### config.mk
export PLATFORM = sky130hd
export DESIGN_NAME = src_conflict_mgr
export DESIGN_NICKNAME = d
export VERILOG_FILES = /design/src/include/src_pkg.sv /design/src/rtl/src_conflict_mgr.sv
export SDC_FILE = /design/constraint.sdc
export NUM_CORES = 2
export LEC_CHECK = 0
export BUFFER_PORTS_ARGS = -buffer_cell sky130_fd_sc_hd__buf_2
export CAP_MARGIN = 20
export CORE_MARGIN = 5
export CORE_UTILIZATION = 64
export CTS_CLUSTER_DIAMETER = 40
export DETAILED_ROUTE_END_ITERATION = 16
export HOLD_SLACK_MARGIN = 0.06
export PLACE_DENSITY_LB_ADDON = 0.15
export SLEW_MARGIN = 40
export SYNTH_ARGS = -nofsm -noshare
export SYNTH_HDL_FRONTEND = slang
export SYNTH_SLANG_ARGS = --single-unit
### constraint.sdc
create_clock -name clk_in -period 8.5 [get_ports clk_in]
set_input_delay 0.425 -clock clk_in [delete_from_list [all_inputs] [get_ports clk_in]]
set_output_delay 0.425 -clock clk_in [all_outputs]
set_load 0.01 [all_outputs]
### src/include/src_pkg.sv
// Constants, layouts and carriers for the slot reservation conflict manager
// Operation
// - Conflict needs shared slot and matching antennas
// - Two foreign period reservations never conflict
// - Own foreign keeps; own Type B keeps unless neighbour foreign
// - Neighbour foreign or Type B: stop, Conflict
// - Own zero, neighbour one: stay zero, stop
// - Own one, neighbour zero: may keep
// - Equal status: tie-breaker and slot decide winner
// - Both zero, losing: never raise status
// - Both one, losing: stop, clear status (equal slot numbers: no stop, status stays one)
// - Conflict reason adds availability element
// - Withdrawal starts backoff at minimum window
// - Failed negotiation doubles window, saturating
// - Redraw per negotiation, leave after idle
// - Realign reassert only equivalent, not larger
// - Realign avoids periods, status-one slots preferably
// - Merged elements report Modified until echoed
// - Owner slot removal keeps status, Modified
// - Follow target removal within two superframes
// - Targets follow owner change within two superframes
// - Owner follows target termination within two superframes
// - Missed beacons beyond limit drop element
// - Retransmit after gap, only if time fits
package src_pkg;
  localparam int          AW          = 8;
  localparam logic [7:0]  OFS_CTRL    = 8'h00;
  localparam logic [7:0]  OFS_OWN     = 8'h04;
  localparam logic [7:0]  OFS_NBR     = 8'h08;
  localparam logic [7:0]  OFS_OWN_SL  = 8'h0C;
  localparam logic [7:0]  OFS_NBR_SL  = 8'h10;
  localparam logic [7:0]  OFS_BP_SL   = 8'h14;
  localparam logic [7:0]  OFS_S1_SL   = 8'h18;
  localparam logic [7:0]  OFS_OLD     = 8'h1C;
  localparam logic [7:0]  OFS_KEY     = 8'h20;
  localparam logic [7:0]  OFS_BO_CFG  = 8'h24;
  localparam logic [7:0]  OFS_MISS    = 8'h28;
  localparam logic [7:0]  OFS_TXN     = 8'h2C;
  localparam logic [7:0]  OFS_RESULT  = 8'h30;
  localparam logic [7:0]  OFS_BACKOFF = 8'h34;
  localparam logic [7:0]  OFS_ALLOWED = 8'h38;
  // CTRL bits: levels 0..3, write-only pulses 4..12
  localparam int C_OWN_B = 0;
  localparam int C_NBR_B = 1;
  localparam int C_TGT   = 2;
  localparam int C_ACT   = 3;
  localparam int C_EVAL  = 4;
  localparam int C_DONE  = 5;
  localparam int C_FAIL  = 6;
  localparam int C_REQ   = 7;
  localparam int C_MOD   = 8;
  localparam int C_ECHO  = 9;
  localparam int C_CHG   = 10;
  localparam int C_FDONE = 11;
  localparam int C_HEARD = 12;
  // Reason codes
  localparam logic [2:0] RC_ACCEPTED = 3'h0;
  localparam logic [2:0] RC_CONFLICT = 3'h1;
  localparam logic [2:0] RC_PENDING  = 3'h2;
  localparam logic [2:0] RC_DENIED   = 3'h3;
  localparam logic [2:0] RC_MODIFIED = 3'h4;
  // Reset values
  localparam logic [7:0]  BO_MIN_RST   = 8'h02;
  localparam logic [7:0]  BO_MAX_RST   = 8'h10;
  localparam logic [7:0]  MISS_RST     = 8'h03;
  localparam logic [15:0] LFSR_SEED    = 16'hACE1;
  localparam logic [1:0]  FOLLOW_SF    = 2'h2;
  localparam logic [1:0]  BO_IDLE_MULT = 2'h2;
  // Timing
  localparam int         CLK_PERIOD_NS = 40;
  localparam int         SIFS_NS       = 2500;
  localparam logic [7:0] SIFS_CYC      = 8'((SIFS_NS + CLK_PERIOD_NS - 1) / CLK_PERIOD_NS);
  // Reservation element as written by software
  typedef struct packed {
    logic [3:0] bcn_ant;
    logic [7:0] slot_no;
    logic [3:0] ant;
    logic       rsvd;
    logic       foreign;
    logic       tiebreak;
    logic       status;
  } src_elem_s;
  typedef struct packed {
    logic          read;
    logic          write;
    logic [AW-1:0] address;
    logic [31:0]   writedata;
  } src_av_req_s;
endpackage

### src/rtl/src_conflict_mgr.sv
// Conflict resolution, backoff, upkeep and retransmit gating of reservations
//
// The register addresses and the Avalon-MM interface to the registers are this design's own decisions.
module src_conflict_mgr #(
  parameter int SLOT_W = 32
) (
  // Clock and reset
  input  wire logic                clk_in,
  input  wire logic                sys_rst_in,
  // Avalon-MM slave
  input  wire src_pkg::src_av_req_s av_in,
  output logic [31:0]              av_readdata_out,
  output logic                     av_waitrequest_out,
  // Superframe and retransmit timing, same clock
  input  wire logic                sf_tick_in,
  input  wire logic                ack_end_in,
  input  wire logic [15:0]         block_remain_in,
  // Beacon and transmit control
  output logic                     tx_stop_out,
  output logic                     avail_elem_out,
  output logic                     status_out,
  output logic [2:0]               reason_out,
  output logic                     req_blocked_out,
  output logic                     elem_drop_out,
  output logic                     retx_ok_out
);
  import src_pkg::*;

  typedef struct packed {
    logic              wait_q;
    logic [31:0]       rdata;
    logic [3:0]        ctrl;
    src_elem_s         own;
    src_elem_s         nbr;
    logic [SLOT_W-1:0] own_sl;
    logic [SLOT_W-1:0] nbr_sl;
    logic [SLOT_W-1:0] bp_sl;
    logic [SLOT_W-1:0] s1_sl;
    logic [23:0]       old_rec;
    logic [15:0]       key;
    logic [7:0]        bo_min;
    logic [7:0]        bo_max;
    logic [7:0]        bo_win;
    logic [7:0]        bo_cnt;
    logic [9:0]        bo_idle;
    logic              bo_act;
    logic [15:0]       lfsr;
    logic [7:0]        max_miss;
    logic [7:0]        miss;
    logic              mod_pend;
    logic              fol_pend;
    logic [1:0]        fol_cnt;
    logic              dropped;
    logic [15:0]       txn_len;
    logic [7:0]        gap;
    logic              gap_arm;
    logic              conflict;
    logic              keep;
    logic              stop;
    logic              stat;
    logic [2:0]        reason;
    logic [3:0]        rule;
    logic              avail;
    logic              retx_ok;
    logic              blocked;
  } src_state_s;

  src_state_s r_r;
  src_state_s r_nxt;

  function automatic logic [7:0] draw(input logic [15:0] rnd, input logic [7:0] w);
    logic [23:0] p;
    // Widen before multiplying, or the high product bits are lost
    p = 24'(rnd) * 24'(w);
    return p[23:16];
  endfunction

  function automatic logic [7:0] dbl(input logic [7:0] w, input logic [7:0] mx);
    logic [8:0] d;
    d = {w, 1'b0};
    return (d > {1'b0, mx}) ? mx : d[7:0];
  endfunction

  function automatic logic [7:0] popcnt(input logic [SLOT_W-1:0] v);
    logic [7:0] c;
    c = 8'h00;
    for (int i = 0; i < SLOT_W; i++) begin
      c = c + 8'(v[i]);
    end
    return c;
  endfunction

  logic              acc;
  logic              wr;
  logic [31:0]       wd;
  logic              shared;
  logic              tb_eq;
  logic              win;
  logic              tgt;
  logic              realign_ok;
  logic [SLOT_W-1:0] cand;
  logic [SLOT_W-1:0] pref;
  logic [SLOT_W-1:0] allowed;
  logic [31:0]       res_word;
  logic [31:0]       bo_word;
  logic              drop_evt;

  always_comb begin
    r_nxt = r_r;
    acc   = (av_in.read | av_in.write) & ~r_r.wait_q;
    wr    = acc & av_in.write;
    wd    = av_in.writedata;
    tgt   = r_r.ctrl[C_TGT];
    drop_evt = 1'b0;

    // Bus handshake: one wait cycle, then one cycle with waitrequest low
    r_nxt.wait_q = ~((av_in.read | av_in.write) & r_r.wait_q);

    // Conflict detection
    shared = |(r_r.own_sl & r_r.nbr_sl) && (r_r.nbr.ant == r_r.nbr.bcn_ant)
             && (r_r.nbr.ant == r_r.own.ant);
    if (r_r.own.foreign && r_r.nbr.foreign) begin
      shared = 1'b0;
    end
    tb_eq = (r_r.own.tiebreak == r_r.nbr.tiebreak);
    win   = (tb_eq && (r_r.own.slot_no < r_r.nbr.slot_no)) ||
            (!tb_eq && (r_r.own.slot_no > r_r.nbr.slot_no));

    // Priority chain, first match only
    r_nxt.conflict = shared;
    r_nxt.keep     = 1'b1;
    r_nxt.stop     = 1'b0;
    r_nxt.stat     = r_r.own.status;
    r_nxt.rule     = 4'h0;
    r_nxt.reason   = r_r.mod_pend ? RC_MODIFIED : RC_ACCEPTED;
    if (shared) begin
      if (r_r.own.foreign) begin
        r_nxt.rule = 4'h1;
      end else if (r_r.nbr.foreign) begin
        r_nxt.rule = 4'h2;
        r_nxt.keep = 1'b0;
        r_nxt.stop = 1'b1;
      end else if (r_r.ctrl[C_OWN_B]) begin
        r_nxt.rule = 4'h3;
      end else if (r_r.ctrl[C_NBR_B]) begin
        r_nxt.rule = 4'h4;
        r_nxt.keep = 1'b0;
        r_nxt.stop = 1'b1;
      end else if (!r_r.own.status && r_r.nbr.status) begin
        r_nxt.rule = 4'h5;
        r_nxt.keep = 1'b0;
        r_nxt.stop = 1'b1;
        r_nxt.stat = 1'b0;
      end else if (r_r.own.status && !r_r.nbr.status) begin
        r_nxt.rule = 4'h6;
      end else if (win) begin
        r_nxt.rule = 4'h7;
      end else if (!r_r.own.status) begin
        r_nxt.rule = 4'h8;
        r_nxt.keep = 1'b0;
        r_nxt.stat = 1'b0;
      end else if (r_r.own.slot_no != r_r.nbr.slot_no) begin
        // Losing with status one: we clear status rather than trim slots
        r_nxt.rule = 4'h9;
        r_nxt.keep = 1'b0;
        r_nxt.stop = 1'b1;
        r_nxt.stat = 1'b0;
      end
      if (tgt && !r_nxt.keep) begin
        r_nxt.reason = RC_CONFLICT;
      end
    end
    if (r_r.dropped) begin
      r_nxt.stat = 1'b0;
    end
    r_nxt.avail = (r_nxt.reason == RC_CONFLICT);

    // Realignment limits
    realign_ok = (r_r.key == r_r.old_rec[15:0]) &&
                 (popcnt(r_r.own_sl) <= r_r.old_rec[23:16]);
    cand    = r_r.own_sl & ~r_r.bp_sl;
    pref    = cand & ~r_r.s1_sl;
    allowed = (|pref) ? pref : cand;

    // Random source advances every cycle
    r_nxt.lfsr = {r_r.lfsr[14:0],
                  r_r.lfsr[15] ^ r_r.lfsr[13] ^ r_r.lfsr[12] ^ r_r.lfsr[10]};

    // Backoff
    if (sf_tick_in && r_r.bo_act) begin
      if (r_r.bo_cnt != 8'h00) begin
        r_nxt.bo_cnt = r_r.bo_cnt - 8'h01;
      end
      // Idle time runs from the last request, count or not
      if (r_r.bo_idle >= (10'(r_r.bo_win) << BO_IDLE_MULT)) begin
        r_nxt.bo_act = 1'b0;
      end else begin
        r_nxt.bo_idle = r_r.bo_idle + 10'h001;
      end
    end
    if (wr && av_in.address == OFS_CTRL) begin
      if (wd[C_REQ]) begin
        r_nxt.bo_idle = 10'h000;
      end
      if (wd[C_DONE] && r_r.bo_act) begin
        r_nxt.bo_cnt = draw(r_r.lfsr, r_r.bo_win);
      end
      if (wd[C_FAIL] && r_r.bo_act) begin
        r_nxt.bo_win = dbl(r_r.bo_win, r_r.bo_max);
        r_nxt.bo_cnt = draw(r_r.lfsr, dbl(r_r.bo_win, r_r.bo_max));
      end
      if (wd[C_EVAL] && shared && r_r.stop && !tgt) begin
        r_nxt.bo_act  = 1'b1;
        r_nxt.bo_win  = r_r.bo_min;
        r_nxt.bo_cnt  = draw(r_r.lfsr, r_r.bo_min);
        r_nxt.bo_idle = 10'h000;
      end
    end

    r_nxt.blocked = r_nxt.bo_act && (r_nxt.bo_cnt != 8'h00);

    // Lost partner and follow-up deadlines
    if (sf_tick_in && r_r.ctrl[C_ACT]) begin
      if (r_r.miss != 8'hFF) begin
        r_nxt.miss = r_r.miss + 8'h01;
      end
      if (r_r.miss >= r_r.max_miss) begin
        drop_evt = 1'b1;
      end
    end
    if (sf_tick_in && r_r.fol_pend) begin
      r_nxt.fol_cnt = r_r.fol_cnt + 2'h1;
      if (r_r.fol_cnt + 2'h1 >= FOLLOW_SF) begin
        // Software missed the window: drop rather than keep stale slots
        drop_evt       = 1'b1;
        r_nxt.fol_pend = 1'b0;
      end
    end

    // Register writes
    if (wr) begin
      case (av_in.address)
        OFS_CTRL: begin
          r_nxt.ctrl = wd[3:0];
          if (wd[C_ACT]) begin
            r_nxt.dropped = 1'b0;
          end
          if (wd[C_HEARD] || wd[C_ACT]) begin
            r_nxt.miss = 8'h00;
          end
          if (wd[C_ECHO]) begin
            r_nxt.mod_pend = 1'b0;
          end
          if (wd[C_MOD]) begin
            r_nxt.mod_pend = 1'b1;
          end
          if (wd[C_FDONE]) begin
            r_nxt.fol_pend = 1'b0;
          end
          if (wd[C_CHG]) begin
            r_nxt.fol_pend = 1'b1;
            r_nxt.fol_cnt  = 2'h0;
          end
        end
        OFS_OWN:    r_nxt.own = src_elem_s'(wd[19:0]);
        OFS_NBR:    r_nxt.nbr = src_elem_s'(wd[19:0]);
        OFS_OWN_SL: r_nxt.own_sl = wd[SLOT_W-1:0];
        OFS_NBR_SL: r_nxt.nbr_sl = wd[SLOT_W-1:0];
        OFS_BP_SL:  r_nxt.bp_sl = wd[SLOT_W-1:0];
        OFS_S1_SL:  r_nxt.s1_sl = wd[SLOT_W-1:0];
        OFS_OLD:    r_nxt.old_rec = wd[23:0];
        OFS_KEY:    r_nxt.key = wd[15:0];
        OFS_BO_CFG: begin
          r_nxt.bo_min = wd[7:0];
          r_nxt.bo_max = wd[15:8];
        end
        OFS_MISS:   r_nxt.max_miss = wd[7:0];
        OFS_TXN:    r_nxt.txn_len = wd[15:0];
        default: ;
      endcase
    end
    // Drop beats a re-arm written in the same cycle
    if (drop_evt) begin
      r_nxt.dropped     = 1'b1;
      r_nxt.ctrl[C_ACT] = 1'b0;
    end

    // Retransmit gating
    if (ack_end_in) begin
      r_nxt.gap     = SIFS_CYC;
      r_nxt.gap_arm = 1'b1;
    end else if (r_r.gap != 8'h00) begin
      r_nxt.gap = r_r.gap - 8'h01;
    end
    r_nxt.retx_ok = r_r.gap_arm && (r_r.gap == 8'h00) && !ack_end_in
                    && (block_remain_in >= r_r.txn_len);

    // Read mux
    res_word = {15'h0000, r_r.dropped, r_r.fol_pend, r_r.mod_pend, realign_ok,
                r_r.avail, r_r.rule, 1'b0, r_r.reason, r_r.stat, r_r.stop,
                r_r.keep, r_r.conflict};
    bo_word  = {r_r.bo_idle[7:0], r_r.bo_cnt, r_r.bo_win, 6'h00,
                r_r.blocked, r_r.bo_act};
    r_nxt.rdata = 32'h0000_0000;
    // Launched with the falling waitrequest, so both stand together
    if (av_in.read && r_r.wait_q) begin
      case (av_in.address)
        OFS_CTRL:    r_nxt.rdata = {28'h0000000, r_r.ctrl};
        OFS_OWN:     r_nxt.rdata = {12'h000, r_r.own};
        OFS_NBR:     r_nxt.rdata = {12'h000, r_r.nbr};
        OFS_OWN_SL:  r_nxt.rdata = 32'(r_r.own_sl);
        OFS_NBR_SL:  r_nxt.rdata = 32'(r_r.nbr_sl);
        OFS_BP_SL:   r_nxt.rdata = 32'(r_r.bp_sl);
        OFS_S1_SL:   r_nxt.rdata = 32'(r_r.s1_sl);
        OFS_OLD:     r_nxt.rdata = {8'h00, r_r.old_rec};
        OFS_KEY:     r_nxt.rdata = {16'h0000, r_r.key};
        OFS_BO_CFG:  r_nxt.rdata = {16'h0000, r_r.bo_max, r_r.bo_min};
        OFS_MISS:    r_nxt.rdata = {16'h0000, r_r.miss, r_r.max_miss};
        OFS_TXN:     r_nxt.rdata = {16'h0000, r_r.txn_len};
        OFS_RESULT:  r_nxt.rdata = res_word;
        OFS_BACKOFF: r_nxt.rdata = bo_word;
        OFS_ALLOWED: r_nxt.rdata = 32'(allowed);
        default:     r_nxt.rdata = 32'h0000_0000;
      endcase
    end
  end

  always_ff @(posedge clk_in) begin
    if (sys_rst_in) begin
      r_r          <= '0;
      r_r.wait_q   <= 1'b1;
      r_r.bo_min   <= BO_MIN_RST;
      r_r.bo_max   <= BO_MAX_RST;
      r_r.bo_win   <= BO_MIN_RST;
      r_r.max_miss <= MISS_RST;
      r_r.lfsr     <= LFSR_SEED;
    end else begin
      r_r <= r_nxt;
    end
  end

  assign av_readdata_out    = r_r.rdata;
  assign av_waitrequest_out = r_r.wait_q;
  assign tx_stop_out        = r_r.stop;
  assign avail_elem_out     = r_r.avail;
  assign status_out         = r_r.stat;
  assign reason_out         = r_r.reason;
  assign req_blocked_out    = r_r.blocked;
  assign elem_drop_out      = r_r.dropped;
  assign retx_ok_out        = r_r.retx_ok;
endmodule

=== Word level (Yosys, flattened, before mapping) ===
Index checks and enable logic that the tools add are counted.

* Logic and storage cells: 263
* Output and inout port bits: 42
* Input port bits: 62
* Register bits after elaboration: 364

* Add/subtract/negate cells: 36
* Muxes and demuxes: 59
* Eq/ne operators: 21
* Reductions and logical operators: 67
* Multipliers: 3
* Order comparisons: 8
* Bitwise logic cells: 16

{| class="wikitable"
|+ Operators by type and width
! cell !! number
|-
| $pmux 32 s15 || 1
|-
| $add 8x1->8 || 24
|-
| $and 32x32->32 || 3
|-
| $mul 16x8->24 || 3
|-
| $not 32->32 || 2
|-
| $reduce_or 32->1 || 2
|-
| $eq 8x6->1 const B || 7
|-
| $mux 8 || 6
|-
| $mux 19 || 2
|-
| $mux 4 || 9
|-
| $mux 3 || 11
|-
| $eq 8x5->1 const B || 4
|-
| $mux 16 || 2
|-
| $mux 32 || 1
|-
| $mux 10 || 3
|-
| $mux 29 || 1
|-
| $mux 27 || 1
|-
| $reduce_and 2->1 || 13
|-
| $reduce_bool 8->1 || 3
|-
| $logic_and 1x1->1 || 23
|-
| $mux 1 || 17
|-
| $eq 16x16->1 || 1
|-
| $eq 8x4->1 const B || 2
|-
| $ge 16x16->1 || 1
|-
| other kinds (40) || 68
|}

=== Logic depth before layout (Yosys ltp) ===
* Depth in word-level cells: 34
* Gate-level depth with buffers: 30
* Depth with buffers taken out: 28

=== Least setup slack after synthesis ===
OpenSTA, ideal clock, no wires.

* Path kind: reg2reg
* From: register r_r[110] in the netlist's numbering
* To: register r_r, in the netlist req_blocked_out
* Arrival time: 6,820 ps
* Period minus slack after synthesis: 6,939 ps
* Required time: 8,380 ps
* Setup time: 120 ps
* Path slack: 1,561 ps
* Path buffers: 2
* Stages on the path, launching flop included: 28
* Path through: dfxtp_1 > inv_1 > ha_1 > a211oi_1 > nand2_1 > or3_1 > o41ai_1 > buf_2 > nor2_1 > a21oi_1 > clkbuf_1 > nand2b_1 > fa_1 > fa_1 > inv_1 > fa_1 > fa_1 > ha_1 > a2111oi_0 > o31a_1 > nor3_1 > a2bb2oi_1 > o41ai_2 > o21ba_2 > xnor2_1 > a221oi_1 > o211ai_2 > o31a_1

* Longest elaborated chain between the ends: 8

{| class="wikitable"
|+ RTL lines
! element !! line !! RTL
|-
| from (decl) || src_conflict_mgr.sv:68 || <nowiki>src_state_s r_r;</nowiki>
|-
| from (signal assigned) || src_conflict_mgr.sv:338 || <nowiki>r_r <= r_nxt;</nowiki>
|-
| $gt 9x8->1 || src_conflict_mgr.sv:81 || <nowiki>return (d > {1'b0, mx}) ? mx : d[7:0];</nowiki>
|-
| $mux 8 (*) || src_conflict_mgr.sv:81 ||
|-
| $mul 16x8->24 (*) || src_conflict_mgr.sv:74 || <nowiki>p = 24'(rnd) * 24'(w);</nowiki>
|-
| $mux 16 (*) || src_conflict_mgr.sv:208 || <nowiki>if (wd[C_FAIL] && r_r.bo_act) begin</nowiki>
|-
| $mux 27 (*) || src_conflict_mgr.sv:212 || <nowiki>if (wd[C_EVAL] && shared && r_r.stop && !tgt) begin</nowiki>
|-
| $mux 19 (*) || src_conflict_mgr.sv:201 || <nowiki>if (wr && av_in.address == OFS_CTRL) begin</nowiki>
|-
| $reduce_bool 8->1 (*) || src_conflict_mgr.sv:220 || <nowiki>r_nxt.blocked = r_nxt.bo_act && (r_nxt.bo_cnt != 8'h00);</nowiki>
|-
| $logic_and 1x1->1 (*) || src_conflict_mgr.sv:220 ||
|}

Mark *: on every way between the ends. The rest lies on a longest branch, timed or not. The select of a mux whose other input is x is not followed.
A chain may end at the register's enable or synchronous reset.

=== Worst setup path in the final report ===
* From: register r_r[109] in the netlist's numbering
* To: register r_r, in the netlist req_blocked_out

The elaborated chain is that of the path after synthesis.

==> results summary <==
The I/O pin count came out at 104. After synthesis the cells add up to approximately 29000 um^2. The final critical path takes up 89.8% of the cycle. The core footprint is 45200 um^2.

The routed wire length per instance is 24.1 um. The endpoint of the worst-slack reg-to-reg timing path is req_blocked_out. The achievable frequency came out at 0.131 GHz. The number of nets still failing antenna checks after routing came out at 0. The multi-input combinational cells in the finished layout cover a total of around 20000 um^2.

For the worst setup path, the data arrival time is 8.08 ns. The number of fill cells came out at ~3.5k. The number of I/O port buffers is about 100. By count the netlist is led by 721 x sky130_fd_sc_hd__nand2_1, 363 x sky130_fd_sc_hd__dfxtp_1, 339 x sky130_fd_sc_hd__inv_1, 305 x sky130_fd_sc_hd__a21oi_1, 273 x sky130_fd_sc_hd__fa_1. The storage element area came out at slightly above 7000 um^2. Across the routed clock network, the largest skew measured is 0.0395 ns. The number of gates resized after cts is 0. Setup repair after global routing left no endpoint under its margin. The die covers 49800 um^2.

The total number of clock tree sinks came out at between 300 and 400. The ratio of cells with drive above 1 in the final layout came out at 9.33%. The weighted congestion reported at the end of routability-driven placement is 1.01. The synthesized area divided by synthesized cell count came out at 8.17 um^2. The share of total power dissipated in combinational logic is under 10%. Dividing the detail-routed via count by the number of cells gives 6.47. The final hold violation count came out at 0. The worst reg2reg path startpoint is r_r[109].

The total congestion overflow after global routing came out at 0. The flop-to-flop setup slack is 0.87 ns. Across the run, the number of max-cap violations was 0.

The register bit count reported by yosys came out at about 360. The register share of total power is 35.8%. Ranked by total cell area, the synthesized netlist is headed by sky130_fd_sc_hd__dfxtp_1 25%, sky130_fd_sc_hd__fa_1 19%, sky130_fd_sc_hd__nand2_1 9.3%. The count of vias placed by the detailed router is 27.1k. Summed over all nets, the switching power comes to about 1.2 mW.

Wires add up to 101 mm. Yosys mapped a number of flops with a built-in enable equal to 0. The residual DRC count is 0.

After clock tree synthesis, the clock-pin slew on the worst setup and hold paths is 0.05 ns. The worst supply voltage drop on vdd came out at 0.173 mV. The number of nets in the synthesized netlist is 4086. The path category of the worst min-delay check is input pin to flip-flop. Global routing used 39.6% of the available tracks. The number of buffers on the longest clock path came out at 3. In this run the static leakage power is around 13 nW. CTS placed an instance of sky130_fd_sc_hd__clkbuf_16 at the clock tree root. After routing the design area is 32300 um^2. The largest net degree at the start of global routing is 137. The depth of the worst register-to-register path is 26. The fraction of post-synthesis cell area in the top cell type by area came out at 25.0%.

The floorplan has 78 rows. The final worst hold slack is 0.112 ns. The internal power came out at 3.66 mW. The tightest slew margin relative to the limit is 40.9%. The critical path ends at req_blocked_out. By instance count, the leading cell after synthesis is sky130_fd_sc_hd__nand2_1. The die extent in y came out at 223 um. The number of unique standard cell types used by synthesis is 78. The critical path is of the flip-flop to flip-flop type. Measured along the x axis, the die boundary spans 223 um. The max-slew violation count is 0. Relative to the synthesized area, the layout overhead comes to 11.0%.

TritonCTS built the clock tree. The accumulated negative setup slack is 0 ns. For the pin with the worst max-slew slack, the measured transition is 0.886 ns. The initial antenna violation count came out at 2. The flow ran to the end, and the final reports show no timing, DRC or antenna violations. The wire length of the first global-routing pass came out at 154 mm.

The insertion delay to the later sink of the worst-skew pair came out at 0.61 ns. The number of buffers inserted during clock tree synthesis is 68. The total of warnings raised by yosys is 0.

Synthesis produced a netlist whose cell count is between 3k and 4k. The effective utilization at floorplan came out at between 60% and 70%. The worst setup path is captured at a flip-flop. The library cell with the largest summed area after synthesis is sky130_fd_sc_hd__dfxtp_1. Setup violations remaining at the end of the flow were counted as 0. The share of power burned in the clock network came out at a little under 60%. The net total in the final layout is 4052. The top flip-flop cell by instance count after synthesis is sky130_fd_sc_hd__dfxtp_1. The kind of launch point of the worst setup path is a flip-flop. The cell area after placement came out at 29800 um^2. Tracing the worst setup path back leads to its startpoint at r_r[109]. Total power for the finished layout comes to 4.87 mW. The H-tree depth reported by CTS is 3. The iteration-0 DRC count of the detailed router came out at 4494.

Net switching is about 25% of the power. The HPWL after detailed placement is 70.5 mm. The largest fanout on the critical path came out at 17. The post-route minimum period came out at about 7.6 ns. Power spread over the standard cell area amounts to ~150 nW/um^2.

The pre-antenna-repair detailed-routing pass consisted of 10 iterations. The via count of the first global-routing pass is about 27k. The required time of the critical path is 8.95 ns. The share of flip-flops with an asynchronous set or reset after synthesis came out at 0%. The sequential-to-total area share from yosys stat came out at 25.0%.
## through the flow
stage,setup slack [ns],cells,util (%)
after detailed placement,1.06,4056,65.9
after CTS,1.00,4180,71.4
after global placement,1.25,4054,65.7
final,0.871,4184,71.5
after global routing,0.484,4182,71.5
after floorplan,1.56,3562,-
## kinds of logic after synthesis
group	Yosys count	synth area share, %
flops	363	25.0
compound gates	703	15.8
xor+xnor	60	1.81
other cells	1	0.0129
buf+inv	607	8.33
simple gates	1358	21.9
mux	8	0.279
fa+ha+maj	462	26.9
## sequential cells by signal (all words and copies together) (netlist names)
signal,count
bo_word,25
r_r,282
av_readdata_out,32
retx_ok_out,1
av_waitrequest_out,1
tx_stop_out,1
reason_out,2
avail_elem_out,1
elem_drop_out,1
r_nxt,15
req_blocked_out,1
status_out,1
## timing repair
| item | 4_1_cts | 5_1_grt |
|---|---|---|
| endpoints found under the hold margin | 1 | 0 |
| buffers inserted | 0 | 0 |
| hold buffers | 1 | 0 |
## placed cells by master, fill, tap and decap left out, drive strengths merged, types with 42 or more instances in the layout
master	instances
nor3	42
nand2	723
fa	273
inv	355
a222oi	44
nor2b	117
nor2	132
and2	126
a21oi	305
nand2b	60
o21ai	42
clkbuf	80
dfxtp	363
buf	163
ha	189
a22oi	95
## power by group through the flow
stage	Clock, mW	Combinational, mW	Sequential (mW)
detailed placement	0	0.236	1.78
finish	2.88	0.246	1.74
floorplan	0	0.156	1.76
global route	2.97	0.267	1.74
global placement	0	0.225	1.77
CTS	2.88	0.238	1.74
## cell type report
type                            instances  share of cell area [%]
Sequential cell                       363                    22.5
Clock buffer                           80                    5.83
Antenna cell                            3                  0.0232
Multi-Input combinational cell       2592                    60.4
Tap cell                              600                    2.32
Timing Repair Buffer                  164                    3.27
Clock inverter                         43                    1.73
Inverter                              339                    3.94
## worst min path at each step
stage                    from          end  slack (ns)  cells past startpoint
floorplan             r_r[14]  retx_ok_out        0.43                      2
global placement     r_r[325]     r_r[325]        0.44                      2
detailed placement   r_r[290]     r_r[290]        0.45                      2
CTS                 av_in[24]     r_r[183]        0.09                      3
global route        av_in[31]     r_r[286]        0.11                      3
finish              av_in[24]     r_r[183]        0.11                      3
## layer usage
metal	track usage [%]	routed length, um	vias up
met1	55.1	38700	12900
met2	58.9	43000	1993
met3	10.3	14200	410
met4	17.0	5210	0
li1	-	-	11700
met5	0	0	-
## worst max-delay path: stages (launching register included)
cell,delay (ns)
sky130_fd_sc_hd__dfxtp_1,0.37
sky130_fd_sc_hd__inv_1,0.08
sky130_fd_sc_hd__ha_1,0.30
sky130_fd_sc_hd__nand4b_1,0.22
sky130_fd_sc_hd__nor3_1,0.30
sky130_fd_sc_hd__or3_1,0.49
sky130_fd_sc_hd__o41ai_4,0.30
sky130_fd_sc_hd__nor2_1,0.15
sky130_fd_sc_hd__a21oi_1,0.06
sky130_fd_sc_hd__buf_4,0.24
sky130_fd_sc_hd__nand2b_1,0.19
sky130_fd_sc_hd__fa_1,0.53
sky130_fd_sc_hd__fa_1,0.55
sky130_fd_sc_hd__inv_1,0.05
sky130_fd_sc_hd__fa_1,0.50
sky130_fd_sc_hd__fa_1,0.42
sky130_fd_sc_hd__ha_1,0.36
sky130_fd_sc_hd__a2111oi_0,0.12
sky130_fd_sc_hd__o31a_1,0.30
sky130_fd_sc_hd__nor3_1,0.31
sky130_fd_sc_hd__a2bb2oi_1,0.30
sky130_fd_sc_hd__o41ai_2,0.13
sky130_fd_sc_hd__o21ba_2,0.25
sky130_fd_sc_hd__xnor2_1,0.14
sky130_fd_sc_hd__a221oi_1,0.44
sky130_fd_sc_hd__o211ai_2,0.11
sky130_fd_sc_hd__o31a_1,0.25
Note: power is estimated with default switching activity, not from simulation.
